**src/pfd_pkg.sv**
```systemverilog
package pfd_pkg;

  // Horizontal cycle landmarks of a 114-cycle scan line
  localparam logic [6:0] LINE_LAST_CYCLE    = 7'h71;
  localparam logic [6:0] SPECIAL_LAST_CYCLE = 7'h07;
  localparam logic [6:0] SUPPRESS_FIRST     = 7'h69;
  localparam logic [6:0] SUPPRESS_LAST      = 7'h6F;

  // Playfield start and stop cycles at zero scroll, eight cycles apart per width step;
  // stop minus start is a whole number of slow ring turns so the stop clear hits the bit
  localparam logic [6:0] START_NARROW = 7'h1A;
  localparam logic [6:0] START_NORMAL = 7'h12;
  localparam logic [6:0] START_WIDE   = 7'h0A;
  localparam logic [6:0] STOP_NARROW  = 7'h5A;
  localparam logic [6:0] STOP_NORMAL  = 7'h62;
  localparam logic [6:0] STOP_WIDE    = 7'h6A;

  // Width field of the fetch control register
  localparam logic [1:0] WIDTH_OFF    = 2'h0;
  localparam logic [1:0] WIDTH_NARROW = 2'h1;
  localparam logic [1:0] WIDTH_NORMAL = 2'h2;
  localparam logic [1:0] WIDTH_WIDE   = 2'h3;

  // Ring geometry and tap offsets
  localparam int unsigned DMA_RING_BITS   = 8;
  localparam int unsigned SHIFT_RING_BITS = 4;
  localparam int unsigned TAP_NAME        = 0;
  localparam int unsigned TAP_BITMAP      = 2;
  localparam int unsigned TAP_CHAR_DATA   = 3;
  localparam int unsigned GFX_BITS        = 8;

  localparam logic [3:0]  SHIFT_MASK_FAST = 4'hF;
  localparam logic [3:0]  SHIFT_MASK_MED  = 4'h5;
  localparam logic [3:0]  SHIFT_MASK_SLOW = 4'h1;
  localparam logic [15:0] ADDR_ALL_ONES   = 16'hFFFF;

  typedef enum logic [2:0] {
    RATE_FAST = 3'b001,
    RATE_MED  = 3'b010,
    RATE_SLOW = 3'b100
  } pfd_rate_e;

  function automatic pfd_rate_e pfd_fetch_rate(input logic [3:0] mode);
    case (mode)
      4'h8, 4'h9:                      pfd_fetch_rate = RATE_SLOW;
      4'h6, 4'h7, 4'hA, 4'hB, 4'hC:    pfd_fetch_rate = RATE_MED;
      default:                         pfd_fetch_rate = RATE_FAST;
    endcase
  endfunction : pfd_fetch_rate

  function automatic pfd_rate_e pfd_shift_rate(input logic [3:0] mode);
    case (mode)
      4'h8:       pfd_shift_rate = RATE_SLOW;
      4'h9, 4'hA: pfd_shift_rate = RATE_MED;
      default:    pfd_shift_rate = RATE_FAST;
    endcase
  endfunction : pfd_shift_rate

  function automatic logic pfd_one_bit_pixels(input logic [3:0] mode);
    case (mode)
      4'h6, 4'h7, 4'h9, 4'hB, 4'hC: pfd_one_bit_pixels = 1'b1;
      default:                      pfd_one_bit_pixels = 1'b0;
    endcase
  endfunction : pfd_one_bit_pixels

  function automatic logic pfd_char_mode(input logic [3:0] mode);
    pfd_char_mode = (mode >= 4'h2) && (mode <= 4'h7);
  endfunction : pfd_char_mode

endpackage : pfd_pkg

```
**src/pfd_playfield_dma.sv**
```systemverilog
// Contract
// - Fetch ring length two, four, eight by rate
// - Ring drives fetches and scan counter increments
// - Taps at 0, +2, +3 for name, bitmap, data
// - Inject one bit at start, clear at stop
// - Blank, jump, vertical blank clear whole ring
// - Four-bit shift ring, two steps per cycle
// - Cycles 0-7 clear shift ring and register
// - Shift ring started by data fetch, outlives stop
// - Fetch rate per mode table
// - Shift rate and pixel width per mode
// - Missed stop lets ring run into next line
// - No playfield bus fetch in cycles 105-111 and 0
// - Overlapping fetches AND addresses, share data
// - Refresh only when nothing else requests
// - Empty shift register outputs pixel 00
// - Clear attempted at width stop and wide stop
// - Two scroll clocks delay start/stop one cycle
// - Mismatched scroll phase leaves ring running
// - Late scroll or width writes miss stop
// - Ring physically eight bits, spill may recapture
// - Late fetches recaptured on switch to slow
// - Ring runs on repeated lines from buffer
// - Width field and scroll place start/stop
`timescale 1ns/1ps

module pfd_fifo #(
  parameter int unsigned WIDTH = 4,
  parameter int unsigned DEPTH = 8
) (
  input  wire logic             sys_clk,
  input  wire logic             reset_n,
  input  wire logic             inValid,
  output logic                  inReady,
  input  wire logic [WIDTH-1:0] inData,
  output logic                  outValid,
  input  wire logic             outReady,
  output logic      [WIDTH-1:0] outData
);
  localparam int unsigned PW = (DEPTH > 1) ? $clog2(DEPTH) : 1;
  localparam int unsigned CW = $clog2(DEPTH + 1);
  localparam logic [PW-1:0] PTR_LAST = PW'(DEPTH - 1);
  localparam logic [CW-1:0] CNT_FULL = CW'(DEPTH);

  typedef struct packed {
    logic [DEPTH-1:0][WIDTH-1:0] mem;
    logic [PW-1:0]               wrPtr;
    logic [PW-1:0]               rdPtr;
    logic [CW-1:0]               count;
  } pfd_fifo_state_s;

  pfd_fifo_state_s state_q;
  pfd_fifo_state_s state_d;
  logic            doPush;
  logic            doPop;

  assign inReady  = (state_q.count != CNT_FULL);
  assign outValid = (state_q.count != '0);
  assign outData  = state_q.mem[state_q.rdPtr];
  assign doPush   = inValid && inReady;
  assign doPop    = outValid && outReady;

  always_comb begin
    state_d = state_q;
    if (doPush) begin
      state_d.mem[state_q.wrPtr] = inData;
      state_d.wrPtr = (state_q.wrPtr == PTR_LAST) ? '0 : state_q.wrPtr + 1'b1;
    end
    if (doPop) begin
      state_d.rdPtr = (state_q.rdPtr == PTR_LAST) ? '0 : state_q.rdPtr + 1'b1;
    end
    if (doPush && !doPop) begin
      state_d.count = state_q.count + 1'b1;
    end else if (doPop && !doPush) begin
      state_d.count = state_q.count - 1'b1;
    end
  end

  always_ff @(posedge sys_clk) begin
    if (!reset_n) begin
      state_q <= '0;
    end else begin
      state_q <= state_d;
    end
  end
endmodule : pfd_fifo

////////////////////////////////////////////////////////////////////////////////

module pfd_playfield_dma
  import pfd_pkg::*;
#(
  parameter int unsigned FIFO_DEPTH = 8
) (
  input  wire logic        sys_clk,
  input  wire logic        reset_n,
  input  wire logic [6:0]  hposCycle,
  input  wire logic [3:0]  displayInstructionCode,
  input  wire logic        modeBlankOrJump,
  input  wire logic        verticalBlank,
  input  wire logic        firstScanLine,
  input  wire logic [1:0]  fetchControlReg,
  input  wire logic [3:0]  horizontalScrollReg,
  input  wire logic        mscLoad,
  input  wire logic [15:0] mscLoadAddr,
  input  wire logic [15:0] charDataAddr,
  input  wire logic        specialRequest,
  input  wire logic [15:0] specialAddr,
  input  wire logic        refreshWanted,
  input  wire logic [7:0]  busData,
  input  wire logic [7:0]  lineBufferData,
  output logic             busRequest,
  output logic [15:0]      busAddr,
  output logic             refreshCycle,
  output logic             lineBufferRead,
  output logic [7:0]       nameByte,
  output logic             nameByteValid,
  output logic [7:0]       specialData,
  output logic             specialDataValid,
  output logic [15:0]      memScanCounter,
  output logic [7:0]       dmaRingState,
  output logic             pixelValid,
  input  wire logic        pixelReady,
  output logic [3:0]       pixelPair
);

  typedef struct packed {
    logic [DMA_RING_BITS-1:0]   dmaRing;
    logic [SHIFT_RING_BITS-1:0] shiftRing;
    logic [GFX_BITS-1:0]        shiftReg;
    logic [3:0]                 bitsLeft;
    logic [15:0]                msc;
    logic                       busReq;
    logic [15:0]                busAddr;
    logic                       refresh;
    logic                       lbRead;
    logic                       pendName;
    logic                       pendGfx;
    logic                       pendSpecial;
    logic                       pendBuffer;
    logic [7:0]                 nameByte;
    logic                       nameValid;
    logic [7:0]                 specialData;
    logic                       specialValid;
  } pfd_state_s;

  pfd_state_s state_q;
  pfd_state_s state_d;

  pfd_rate_e  fetchRate;
  pfd_rate_e  shiftRate;
  logic       oneBit;
  logic       charMode;
  logic [6:0] scrollDelay;
  logic [6:0] startCycle;
  logic [6:0] stopCycle;
  logic [6:0] wideStopCycle;
  logic       nameTap;
  logic       gfxTap;
  logic       nameBus;
  logic       gfxBus;
  logic       gfxBuffer;
  logic       suppress;
  logic       pfFetch;
  logic       anyFetch;
  logic [3:0] shiftMask;
  logic       pushReady;
  logic       pushValid;
  logic [3:0] pushData;

  ////////////////////////////////////////////////////////////////////////////////
  // Mode decode and playfield window

  always_comb begin
    fetchRate = pfd_fetch_rate(displayInstructionCode);
    shiftRate = pfd_shift_rate(displayInstructionCode);
    oneBit    = pfd_one_bit_pixels(displayInstructionCode);
    charMode  = pfd_char_mode(displayInstructionCode);
    // Each two colour clocks of scroll push start and stop one cycle later
    scrollDelay = {4'h0, horizontalScrollReg[3:1]};
    case (fetchControlReg)
      WIDTH_NARROW: begin
        startCycle = START_NARROW + scrollDelay;
        stopCycle  = STOP_NARROW + scrollDelay;
      end
      WIDTH_NORMAL: begin
        startCycle = START_NORMAL + scrollDelay;
        stopCycle  = STOP_NORMAL + scrollDelay;
      end
      default: begin
        startCycle = START_WIDE + scrollDelay;
        stopCycle  = STOP_WIDE + scrollDelay;
      end
    endcase
    wideStopCycle = STOP_WIDE + scrollDelay;
    case (shiftRate)
      RATE_SLOW: shiftMask = SHIFT_MASK_SLOW;
      RATE_MED:  shiftMask = SHIFT_MASK_MED;
      default:   shiftMask = SHIFT_MASK_FAST;
    endcase
  end

  ////////////////////////////////////////////////////////////////////////////////
  // Fetch requests from the ring taps

  always_comb begin
    nameTap = charMode && state_q.dmaRing[TAP_NAME];
    gfxTap  = charMode ? state_q.dmaRing[TAP_CHAR_DATA] : state_q.dmaRing[TAP_BITMAP];
    // Names and bitmap bytes come from memory only on the first line; repeats read bitmap bytes from the buffer
    nameBus   = nameTap && firstScanLine;
    gfxBus    = gfxTap && (charMode || firstScanLine);
    gfxBuffer = gfxTap && !charMode && !firstScanLine;
    suppress  = ((hposCycle >= SUPPRESS_FIRST) && (hposCycle <= SUPPRESS_LAST))
                || (hposCycle == 7'h00);
    pfFetch   = (nameBus || gfxBus) && !suppress && (fetchControlReg != WIDTH_OFF);
    anyFetch  = pfFetch || specialRequest;
  end

  ////////////////////////////////////////////////////////////////////////////////
  // Next state

  always_comb begin
    logic [DMA_RING_BITS-1:0] ring;
    logic [15:0]              addr;
    logic                     pulse;
    logic [1:0]               pix [2];
    logic [7:0]               gfxByte;
    logic                     gfxArrives;
    ring       = '0;
    addr       = ADDR_ALL_ONES;
    pulse      = 1'b0;
    pix[0]     = 2'h0;
    pix[1]     = 2'h0;
    gfxByte    = '0;
    gfxArrives = 1'b0;
    state_d    = state_q;

    // Physical eight-bit shift; only the low part recirculates at faster rates
    ring[DMA_RING_BITS-1:1] = state_q.dmaRing[DMA_RING_BITS-2:0];
    case (fetchRate)
      RATE_FAST: ring[0] = state_q.dmaRing[1];
      RATE_MED:  ring[0] = state_q.dmaRing[3];
      RATE_SLOW: ring[0] = state_q.dmaRing[7];
      default:   ring[0] = state_q.dmaRing[1];
    endcase
    // Start and stop act on the same ring slot; a stop that falls on a
    // cycle where that slot is empty misses and the ring keeps going
    if ((fetchControlReg != WIDTH_OFF) && (hposCycle == startCycle)) begin
      ring[0] = 1'b1;
    end
    if ((hposCycle == stopCycle) || (hposCycle == wideStopCycle)) begin
      ring[0] = 1'b0;
    end
    if (modeBlankOrJump || verticalBlank) begin
      ring = '0;
    end
    // No clear at line end: stray bits carry into the next line
    state_d.dmaRing = ring;

    if (mscLoad) begin
      state_d.msc = mscLoadAddr;
    end else if ((nameTap || (gfxTap && !charMode)) && firstScanLine) begin
      state_d.msc = state_q.msc + 16'h0001;
    end

    // All colliding requests share one bus address
    if (pfFetch && nameBus) begin
      addr = addr & state_q.msc;
    end
    if (pfFetch && gfxBus) begin
      addr = addr & (charMode ? charDataAddr : state_q.msc);
    end
    if (specialRequest) begin
      addr = addr & specialAddr;
    end
    state_d.busReq      = anyFetch;
    state_d.busAddr     = anyFetch ? addr : state_q.busAddr;
    state_d.refresh     = refreshWanted && !anyFetch;
    state_d.lbRead      = gfxBuffer;
    // Suppressed fetches are virtual but still load whatever the bus carries
    state_d.pendName    = nameBus;
    state_d.pendGfx     = gfxBus;
    state_d.pendBuffer  = gfxBuffer;
    state_d.pendSpecial = specialRequest;

    // Returned byte is handed to every request of the previous cycle
    state_d.nameValid    = state_q.pendName;
    state_d.specialValid = state_q.pendSpecial;
    if (state_q.pendName) begin
      state_d.nameByte = busData;
    end
    if (state_q.pendSpecial) begin
      state_d.specialData = busData;
    end
    if (state_q.pendGfx) begin
      gfxByte    = busData;
      gfxArrives = 1'b1;
    end else if (state_q.pendBuffer) begin
      gfxByte    = lineBufferData;
      gfxArrives = 1'b1;
    end

    // Shift stage: two colour clocks per machine cycle; it holds while the
    // pixel queue is full, but held bits are still merged by loads and cleared in cycles 0-7
    if (pushReady) begin
      for (int s = 0; s < 2; s++) begin
        pulse = |(state_d.shiftRing & shiftMask);
        if (state_d.bitsLeft == 4'h0) begin
          pix[s] = 2'h0;
        end else if (oneBit) begin
          pix[s] = {1'b0, state_d.shiftReg[7]};
        end else begin
          pix[s] = state_d.shiftReg[7:6];
        end
        if (pulse) begin
          if (oneBit || (state_d.bitsLeft < 4'h2)) begin
            state_d.shiftReg = {state_d.shiftReg[6:0], 1'b0};
            state_d.bitsLeft = (state_d.bitsLeft == 4'h0) ? 4'h0 : state_d.bitsLeft - 4'h1;
          end else begin
            state_d.shiftReg = {state_d.shiftReg[5:0], 2'h0};
            state_d.bitsLeft = state_d.bitsLeft - 4'h2;
          end
        end
        // Ring keeps turning past playfield stop until cleared in cycles 0-7
        state_d.shiftRing = {state_d.shiftRing[2:0], state_d.shiftRing[3]};
      end
    end
    if (gfxArrives) begin
      // Extra loads overlap old data, so bytes are merged, not replaced
      state_d.shiftReg    = state_d.shiftReg | gfxByte;
      state_d.bitsLeft    = 4'(GFX_BITS);
      state_d.shiftRing[0] = 1'b1;
    end
    if (hposCycle <= SPECIAL_LAST_CYCLE) begin
      state_d.shiftRing = '0;
      state_d.shiftReg  = '0;
      state_d.bitsLeft  = 4'h0;
    end
    pushData  = {pix[0], pix[1]};
    pushValid = 1'b1;
  end

  always_ff @(posedge sys_clk) begin
    if (!reset_n) begin
      state_q <= '0;
    end else begin
      state_q <= state_d;
    end
  end

  ////////////////////////////////////////////////////////////////////////////////
  // Pixel queue toward the colour generator

  pfd_fifo #(
    .WIDTH (4),
    .DEPTH (FIFO_DEPTH)
  ) u_pixel_fifo (
    .sys_clk  (sys_clk),
    .reset_n  (reset_n),
    .inValid  (pushValid),
    .inReady  (pushReady),
    .inData   (pushData),
    .outValid (pixelValid),
    .outReady (pixelReady),
    .outData  (pixelPair)
  );

  assign busRequest       = state_q.busReq;
  assign busAddr          = state_q.busAddr;
  assign refreshCycle     = state_q.refresh;
  assign lineBufferRead   = state_q.lbRead;
  assign nameByte         = state_q.nameByte;
  assign nameByteValid    = state_q.nameValid;
  assign specialData      = state_q.specialData;
  assign specialDataValid = state_q.specialValid;
  assign memScanCounter   = state_q.msc;
  assign dmaRingState     = state_q.dmaRing;
endmodule : pfd_playfield_dma

```
**config.mk**
```make
export PLATFORM = sky130hd
export DESIGN_NAME = pfd_playfield_dma
export DESIGN_NICKNAME = d
export VERILOG_FILES = /design/src/pfd_pkg.sv /design/src/pfd_playfield_dma.sv
export SDC_FILE = /design/constraint.sdc
export NUM_CORES = 1
export LEC_CHECK = 0
export ABC_AREA = 1
export BUFFER_PORTS_ARGS = -buffer_cell sky130_fd_sc_hd__buf_4
export CORE_UTILIZATION = 56
export DETAILED_ROUTE_END_ITERATION = 10
export PLACE_DENSITY = 0.9
export REMOVE_ABC_BUFFERS = 1
export SETUP_SLACK_MARGIN = 0.3
export SLEW_MARGIN = 25
export SYNTH_ARGS = -nofsm -noshare
export SYNTH_HDL_FRONTEND = slang
export SYNTH_HIERARCHICAL = 1
export SYNTH_SLANG_ARGS = --single-unit
```
**constraint.sdc**
```tcl
create_clock -name sys_clk -period 3.45 [get_ports sys_clk]
set_input_delay 0.69 -clock sys_clk [delete_from_list [all_inputs] [get_ports sys_clk]]
set_output_delay 0.69 -clock sys_clk [all_outputs]
set_load 0.05 [all_outputs]
```
==> summary.txt, run 1 <==
Floorplanning
  • Ports: 156
  • Total die area: 14,040 um^2
  • Width of the chip: 118.5 um
  • Placeable core region: 13,240 um^2
  • Effective utilization at floorplan: 57.40%
  • Number of rows in the core area: 42
  • Die extent in y: 118.5 um

CTS
  • Max H-tree Level: 4
  • Latest clock arrival within the worst-skew pair: 430 ps
  • Hold_buf cts: 0
  • Post-CTS Resized: 0
  • Clock tree from TritonCTS: built
  • Setup fix buffers added after clock tree synthesis: 0
  • CTS buffer count: 17
  • Clock transition at path regs: 60 ps
  • Number of clock sinks seen by CTS: 122
  • Maximum root-to-sink buffer count: 2
  • Clock root cell: clkbuf_16

Power and ir drop
  • Leak: 4.349 nW
  • Maximum ir drop on the vdd rail: 0.0004011 V
  • Power density over the cells: 667.9 nW/um^2

Timing
  • RSZ-0062 raised after global routing: no
  • Endpoints failing hold: 0
  • Final count of pins violating max slew: 0
  • Final Skew: 9.854 ps
  • Fmax: 342.6 MHz
  • Setup violation total in the final timing report: 0
  • Transition time at the pin with the least slew margin: 706.0 ps
  • Accumulated negative setup slack: 0 ps
  • Final setup slack of the worst path: 531.5 ps
  • Max-slew headroom: 52.93%
  • Fraction of the cycle the final worst path needs: 84.59%
  • Final critical path time including I/O delays and setup: 2919 ps

Yosys
  • Sequential-to-total area share from yosys stat: 32.13%
  • Mean instance size in the synthesized netlist: 6.656 um^2
  • Unique cell type count in the Yosys netlist: 53
  • Synthesized area: 7601 um^2
  • Synth Register Bits: 122
  • Warning count from the yosys run: 6
  • Commonest register cell after synthesis: dfxtp_1
  • Proportion of synthesized flip-flops having asynchronous set or reset: 0%
  • Number of instances in the synthesized netlist: 1,142
  • Number of flops mapped to enable cells by yosys: 0

Placement
  • HPWL reported at the end of detailed placement: 14,460 um
  • Placer's final routability congestion estimate: 0.9367
  • Number of buffer cells added on primary ports: 154
  • Worst slack at placement: 149.3 ps

Outcome
  • Result of the run: finished, final reports clean

Route
  • Post-DR wirelength/cell: 14.31 um
  • Routed Wire Length: 20,410 um
  • DR vias/cell: 5.335
  • Number of iterations in the first detailed-routing pass: 6
  • Number of remaining DRC errors: 0
  • Via total after detailed routing: 7,607
  • Number of DRC violations after detailed-routing iteration 0: 654
  • Remaining antenna violation count: 0

Critical path
  • Sort of element at the end of the critical path: flop
  • Cell type with the highest occurrence count on the critical path: nor2_1
  • CP Max Fanout: 8
  • Cell-by-cell trace of the critical path: buf_4, or2_2, nor2_1, ha_1, o21ai_0, nand2_1, inv_1, nor2_1, o21ai_1, inv_1, o31ai_1, buf_4, nor2_1, inv_1, nand4_1, nand2_1, nor2_1
  • Cell at the slowest stage of the critical path: or2_2
  • Required time of the worst setup path: 3770 ps
  • Nature of the critical path startpoint: input port
  • FF-to-FF setup slack: 1010 ps
  • Data arrival time at the worst-slack endpoint: 3240 ps
  • Worst R2R End: u_pixel_fifo/state_q[3]
  • Source of the worst register-to-register timing path: u_pixel_fifo/state_q[0]
  • CP max stage delay: 320 ps
  • Critical setup path kind: in2reg
  • Worst r2r path cells: 12

Finish
  • Commonest cells after routing, fill and taps aside: nand2_1 (257), nor2_1 (178), buf_4 (171), inv_1 (143), dfxtp_1 (122)
  • Most frequent standard cell in the layout excluding fill and tap cells: nand2_1
  • Share of final-layout standard cells stronger than drive strength 1: 20.88%
  • Final-stage net count: 1,346
  • Final antenna diode count: 0
  • Layout overhead on the synthesized area: 19.90%

GRT
  • Pin count of the biggest net entering global routing: 63
  • Global-route usage over all layers: 29.87%
  • Number of antenna violations at the first check in global routing: 0
  • Global-route wire length before repair: 33,320 um
  • Total congestion overflow: 0
  • Number of global-route vias before repair: 7,137

Worst hold path
  • HP Start: dmaRingState[6]
  • Cell count of the worst hold path: 2
  • Worst min-delay path class: reg2reg
  • Worst min-delay path endpoint: dmaRingState[7]

Flow run
  • Maxcap violations: 0
layer usage:
metal | global-route usage [%] | wire length [um] | vias to the layer above
met2 | 52.50 | 10040 | 322
met1 | 32.33 | 7759 | 3458
met4 | 16.53 | 885 | 0
met5 | 0 | 0 | -
li1 | - | - | 3764
met3 | 8.301 | 1719 | 63
synthesized netlist by cell type (2+ instances only):
cell	number	area, um^2
a31oi_1	14	87.58
nand3b_1	2	15.01
xnor2_1	2	17.52
ha_1	17	212.7
nand3_1	44	220.2
a22oi_1	3	22.52
xor2_1	22	192.7
dfxtp_1	122	2442
nand2_2	16	100.1
nor3_1	13	65.06
o21ai_0	53	265.3
clkinv_1	3	11.26
o211ai_1	9	67.56
nor2_4	4	45.04
a22o_1	3	26.28
nand4_1	29	181.4
or2_1	3	18.77
nand3_4	2	35.03
nor3_4	2	32.53
a221oi_1	5	43.79
buf_4	59	442.9
nor2_1	178	668.1
inv_2	2	7.510
inv_1	143	536.8
nor3_2	10	100.1
a21oi_1	48	240.2
or2_2	5	31.28
nor4_1	3	18.77
buf_6	3	33.78
buf_2	8	40.04
nand2_4	7	78.83
clkbuf_1	23	86.33
nand2_1	257	964.7
nor2_2	2	12.51
nand3_2	5	50.05
o21ai_1	4	20.02
cell type report:
class	instances	area (um^2)
repair buffers	171	1284
well taps	176	220.2
flip-flops and latches	122	2442
multi-input cells	778	3995
clock inverters	11	170.2
fillers	1055	4129
clock buffers	20	446.7
inverters	148	555.5
sequential cells by signal (all words and copies together), names as in the netlist:
name / flops
busAddr: 16
busRequest: 1
dmaRingState: 8
memScanCounter: 16
nameByte: 8
nameByteValid: 1
refreshCycle: 1
specialData: 8
specialDataValid: 1
state_d: 2
state_q: 18
u_pixel_fifo/state_q: 42
worst max path at each step:
stage	startpoint	to	slack (ps)	cells after the start
after floorplan	displayInstructionCode[1]	u_pixel_fifo/state_q[18]	400	15
after global placement	displayInstructionCode[1]	u_pixel_fifo/state_q[23]	250	16
after detailed placement	displayInstructionCode[1]	u_pixel_fifo/state_q[23]	150	17
after CTS	displayInstructionCode[1]	u_pixel_fifo/state_q[23]	590	17
after global routing	displayInstructionCode[1]	u_pixel_fifo/state_q[23]	360	18
final	displayInstructionCode[1]	u_pixel_fifo/state_q[23]	530	17
critical path, delay by kind of cell:
kind                       cells  cell delay, ps
AOI/OAI and AO/OA              3             460
buffers and inverters          5             780
and+or+nand+nor                8            1050
adders and majority gates      1             240
stage by stage:
step	hold slack [ps]	util [%]	instances	power, W	area [um^2]
after floorplan	463.1	-	1048	0.003445	6993
after detailed placement	419.1	64.16	1395	0.004171	8497
after global placement	412.0	64.16	1395	0.004110	8497
final	429.2	68.82	1426	0.006087	9114
after CTS	429.4	68.82	1426	0.006073	9114
after global routing	455.2	68.82	1426	0.006441	9114
report_power, final:
| part | total (W) | switching [W] | internal [W] |
|---|---|---|---|
| sequential | 0.00176 | 0.000176 | 0.00159 |
| combinational | 0.00245 | 0.00158 | 0.000869 |
| clock | 0.00187 | 0.000653 | 0.00122 |
cells by family after synthesis:
| kind of cell | count (synthesis) | share of synthesized area [%] |
|---|---|---|
| AO/OA/AOI/OAI | 150 | 11.67 |
| XOR/XNOR | 24 | 2.765 |
| adder cells (fa/ha/maj) | 18 | 3.062 |
| buffers and inverters | 242 | 15.31 |
| flip-flops | 122 | 32.13 |
| other | 1 | 0.04934 |
| AND/OR/NAND/NOR | 585 | 35.01 |
Note: power is estimated with default switching activity, not from simulation.
==> inputs of run 2 (changes only) <==
- clock period: 3.45 -> 2.7 ns (I/O delays scaled with it)
==> run 2 against run 1 <==
Non-clock buffer count rose by 21. Combinational power is 48% higher. Clock skew rose by 3.6 ps. Utilization grew 2.1 points. Via count grew 1.7%. Largest cell class unchanged. Setup slack worse by 180 ps. Sequential power up 27%. First-iteration DRC count is 0.46% higher. Global-route usage shrank 0.20 points.
==> summary.txt, run 2 (same netlist as run 1, synthesis figures left out) <==
Timing
  • Transition time at the pin with the least slew margin: 951.7 ps
  • Setup violation total in the final timing report: 0
  • Endpoints failing hold: 0
  • Fmax: 426.2 MHz
  • Final Skew: 13.45 ps
  • RSZ-0062 raised after global routing: yes
  • Fraction of the cycle the final worst path needs: 86.91%
  • Final critical path time including I/O delays and setup: 2347 ps
  • Worst hold slack after final layout: 337.9 ps
  • Max-slew headroom: 36.54%
  • Final count of pins violating max slew: 0

Floorplanning
  • Ports: 156
  • Total die area: 14,040 um^2
  • Number of rows in the core area: 42
  • Die extent in y: 118.5 um
  • Effective utilization at floorplan: 57.40%
  • Placeable core region: 13,240 um^2
  • Width of the chip: 118.5 um

GRT
  • Pin count of the biggest net entering global routing: 55
  • Number of antenna violations at the first check in global routing: 0
  • Total congestion overflow: 0
  • Global-route wire length before repair: 33,190 um
  • Number of global-route vias before repair: 7,074
  • Global-route usage over all layers: 29.67%

Placement
  • Placed Cells incl. Taps: 1,411
  • Area post-placement: 8617 um^2
  • HPWL reported at the end of detailed placement: 14,820 um
  • Placer's final routability congestion estimate: 0.9454
  • Number of buffer cells added on primary ports: 154

Critical path
  • CP Max Fanout: 10
  • Nature of the critical path startpoint: input port
  • Source of the worst register-to-register timing path: u_pixel_fifo/state_q[0]
  • Beginning of the critical path: displayInstructionCode[0]
  • Cell type with the highest occurrence count on the critical path: buf_4
  • Data arrival time at the worst-slack endpoint: 2640 ps
  • Critical setup path kind: in2reg
  • Sort of element at the end of the critical path: flop
  • Combined buffer and inverter count along the critical path: 5
  • Family of cells with the greatest summed delay on the critical path: simple AND/OR/NAND/NOR gates
  • CP max stage delay: 260 ps
  • Required time of the worst setup path: 3000 ps
  • Cell at the slowest stage of the critical path: or2_4
  • Cell-by-cell trace of the critical path: buf_4, or2_4, nor2_4, ha_4, inv_2, a21oi_2, nand2_2, buf_6, buf_4, nand3_2, nand2_4, buf_4, nand3_4, nand2_4, nand2_1, nand2_1, o21bai_1, a21oi_1

Worst hold path
  • Worst min-delay path class: in2reg
  • HP Start: mscLoadAddr[13]

Power and ir drop
  • Maximum ir drop on the vdd rail: 0.0005642 V
  • Power density over the cells: 867.6 nW/um^2
  • Overall power of the completed layout: 0.008153 W
  • Leak: 4.470 nW

Finish
  • Footprint of the flip-flops and latches: 2444 um^2
  • Final-stage net count: 1,367
  • Share of final-layout standard cells stronger than drive strength 1: 23.90%
  • Layout overhead on the synthesized area: 23.62%
  • Summed area of non-filler cells in the final layout: 9397 um^2
  • Final Instance Count excl. Fillers: 1,448
  • Multi-input gate area in the final layout: 4115 um^2
  • Final antenna diode count: 0
  • Regs by FF count: u_pixel_fifo/state_q: 42 flops, state_q: 18 flops
  • Most frequent standard cell in the layout excluding fill and tap cells: nand2_1
  • Number of fill cells in the layout: 1,020
  • Commonest cells after routing, fill and taps aside: nand2_1 (253), buf_4 (186), nor2_1 (175), inv_1 (136), dfxtp_1 (121)
  • Max FFs per register: 42
  • Register with the most flip-flops: u_pixel_fifo/state_q

Route
  • Number of iterations in the first detailed-routing pass: 5
  • Number of remaining DRC errors: 0
  • Number of DRC violations after detailed-routing iteration 0: 657
  • Routed met3 length: 1555 um
  • Remaining antenna violation count: 0
  • Routed Wire Length: 20,870 um
  • Amount of wire on met2 after detailed routing: 10,130 um
  • Top layer in use: met4
  • Via total after detailed routing: 7,738
  • DR vias/cell: 5.344
  • Post-DR wirelength/cell: 14.41 um
  • Routed length on met1: 8360 um

CTS
  • Hold_buf cts: 0
  • Latest clock arrival within the worst-skew pair: 420 ps
  • Clock root cell: clkbuf_16
  • Number of clock sinks seen by CTS: 122
  • Maximum root-to-sink buffer count: 2
  • Clock transition at path regs: 50 ps
  • Max H-tree Level: 4
  • Clock tree from TritonCTS: built
  • CTS buffer count: 17

Outcome
  • Result of the run: finished, final reports clean

Flow run
  • Maxcap violations: 0
[run 2: power breakdown]
part | switching (W) | total [W] | internal [W]
clock | 0.000795 | 0.00229 | 0.00150
sequential | 0.000209 | 0.00224 | 0.00203
combinational | 0.00223 | 0.00362 | 0.00139
total | 0.00324 | 0.00815 | 0.00492
[run 2: timing repair]
item | 4_1_cts | 5_1_grt
gates resized for setup | 9 | 37
setup buffers | 5 | 0
setup endpoints to repair | 16 | 32
hold endpoints to repair | 0 | 0
pin swaps | 6 | 16
[run 2: layout make-up]
type	instances	share of cell area [%]
Tap cell	176	2.344
Inverter	148	5.965
Clock buffer	25	5.060
Sequential cell	122	26.01
Multi-Input combinational cell	778	43.79
Clock inverter	7	1.212
Timing Repair Buffer	192	15.62
[run 2: layer usage]
| metal | global-route usage, % | vias up |
|---|---|---|
| met4 | 15.51 | 0 |
| met1 | 34.41 | 3523 |
| met5 | 0 | - |
| met3 | 6.708 | 68 |
| met2 | 50.96 | 337 |
| li1 | - | 3810 |
[run 2: through the flow]
stage	TNS, ps	utilization, %	setup WS (ps)
after floorplan	-2318	-	-195.9
after global placement	-4474	65.07	-323.4
after detailed placement	-5874	65.07	-385.4
after CTS	0	69.96	307.1
after global routing	0	70.96	218.6
final	0	70.96	353.5
[run 2: worst register-to-register path, cell delays in order (launching register included)]
cell	delay, ps
dfxtp_1	350
nor2_1	200
nand2_2	90
nand2_1	130
inv_1	110
ha_1	220
inv_1	140
ha_1	280
or2_2	320
nand3_1	80
nand3_1	70
nand2_1	60
inv_1	30
[run 2: final timing paths]
| check | to | depth (start not counted) | slack, ps |
|---|---|---|---|
| worst min register to register | dmaRingState[7] | 2 | 420 |
| worst min-delay path | memScanCounter[13] | 3 | 340 |
| worst max-delay path | state_q[59] | 18 | 350 |
| worst max register to register | u_pixel_fifo/state_q[3] | 12 | 520 |
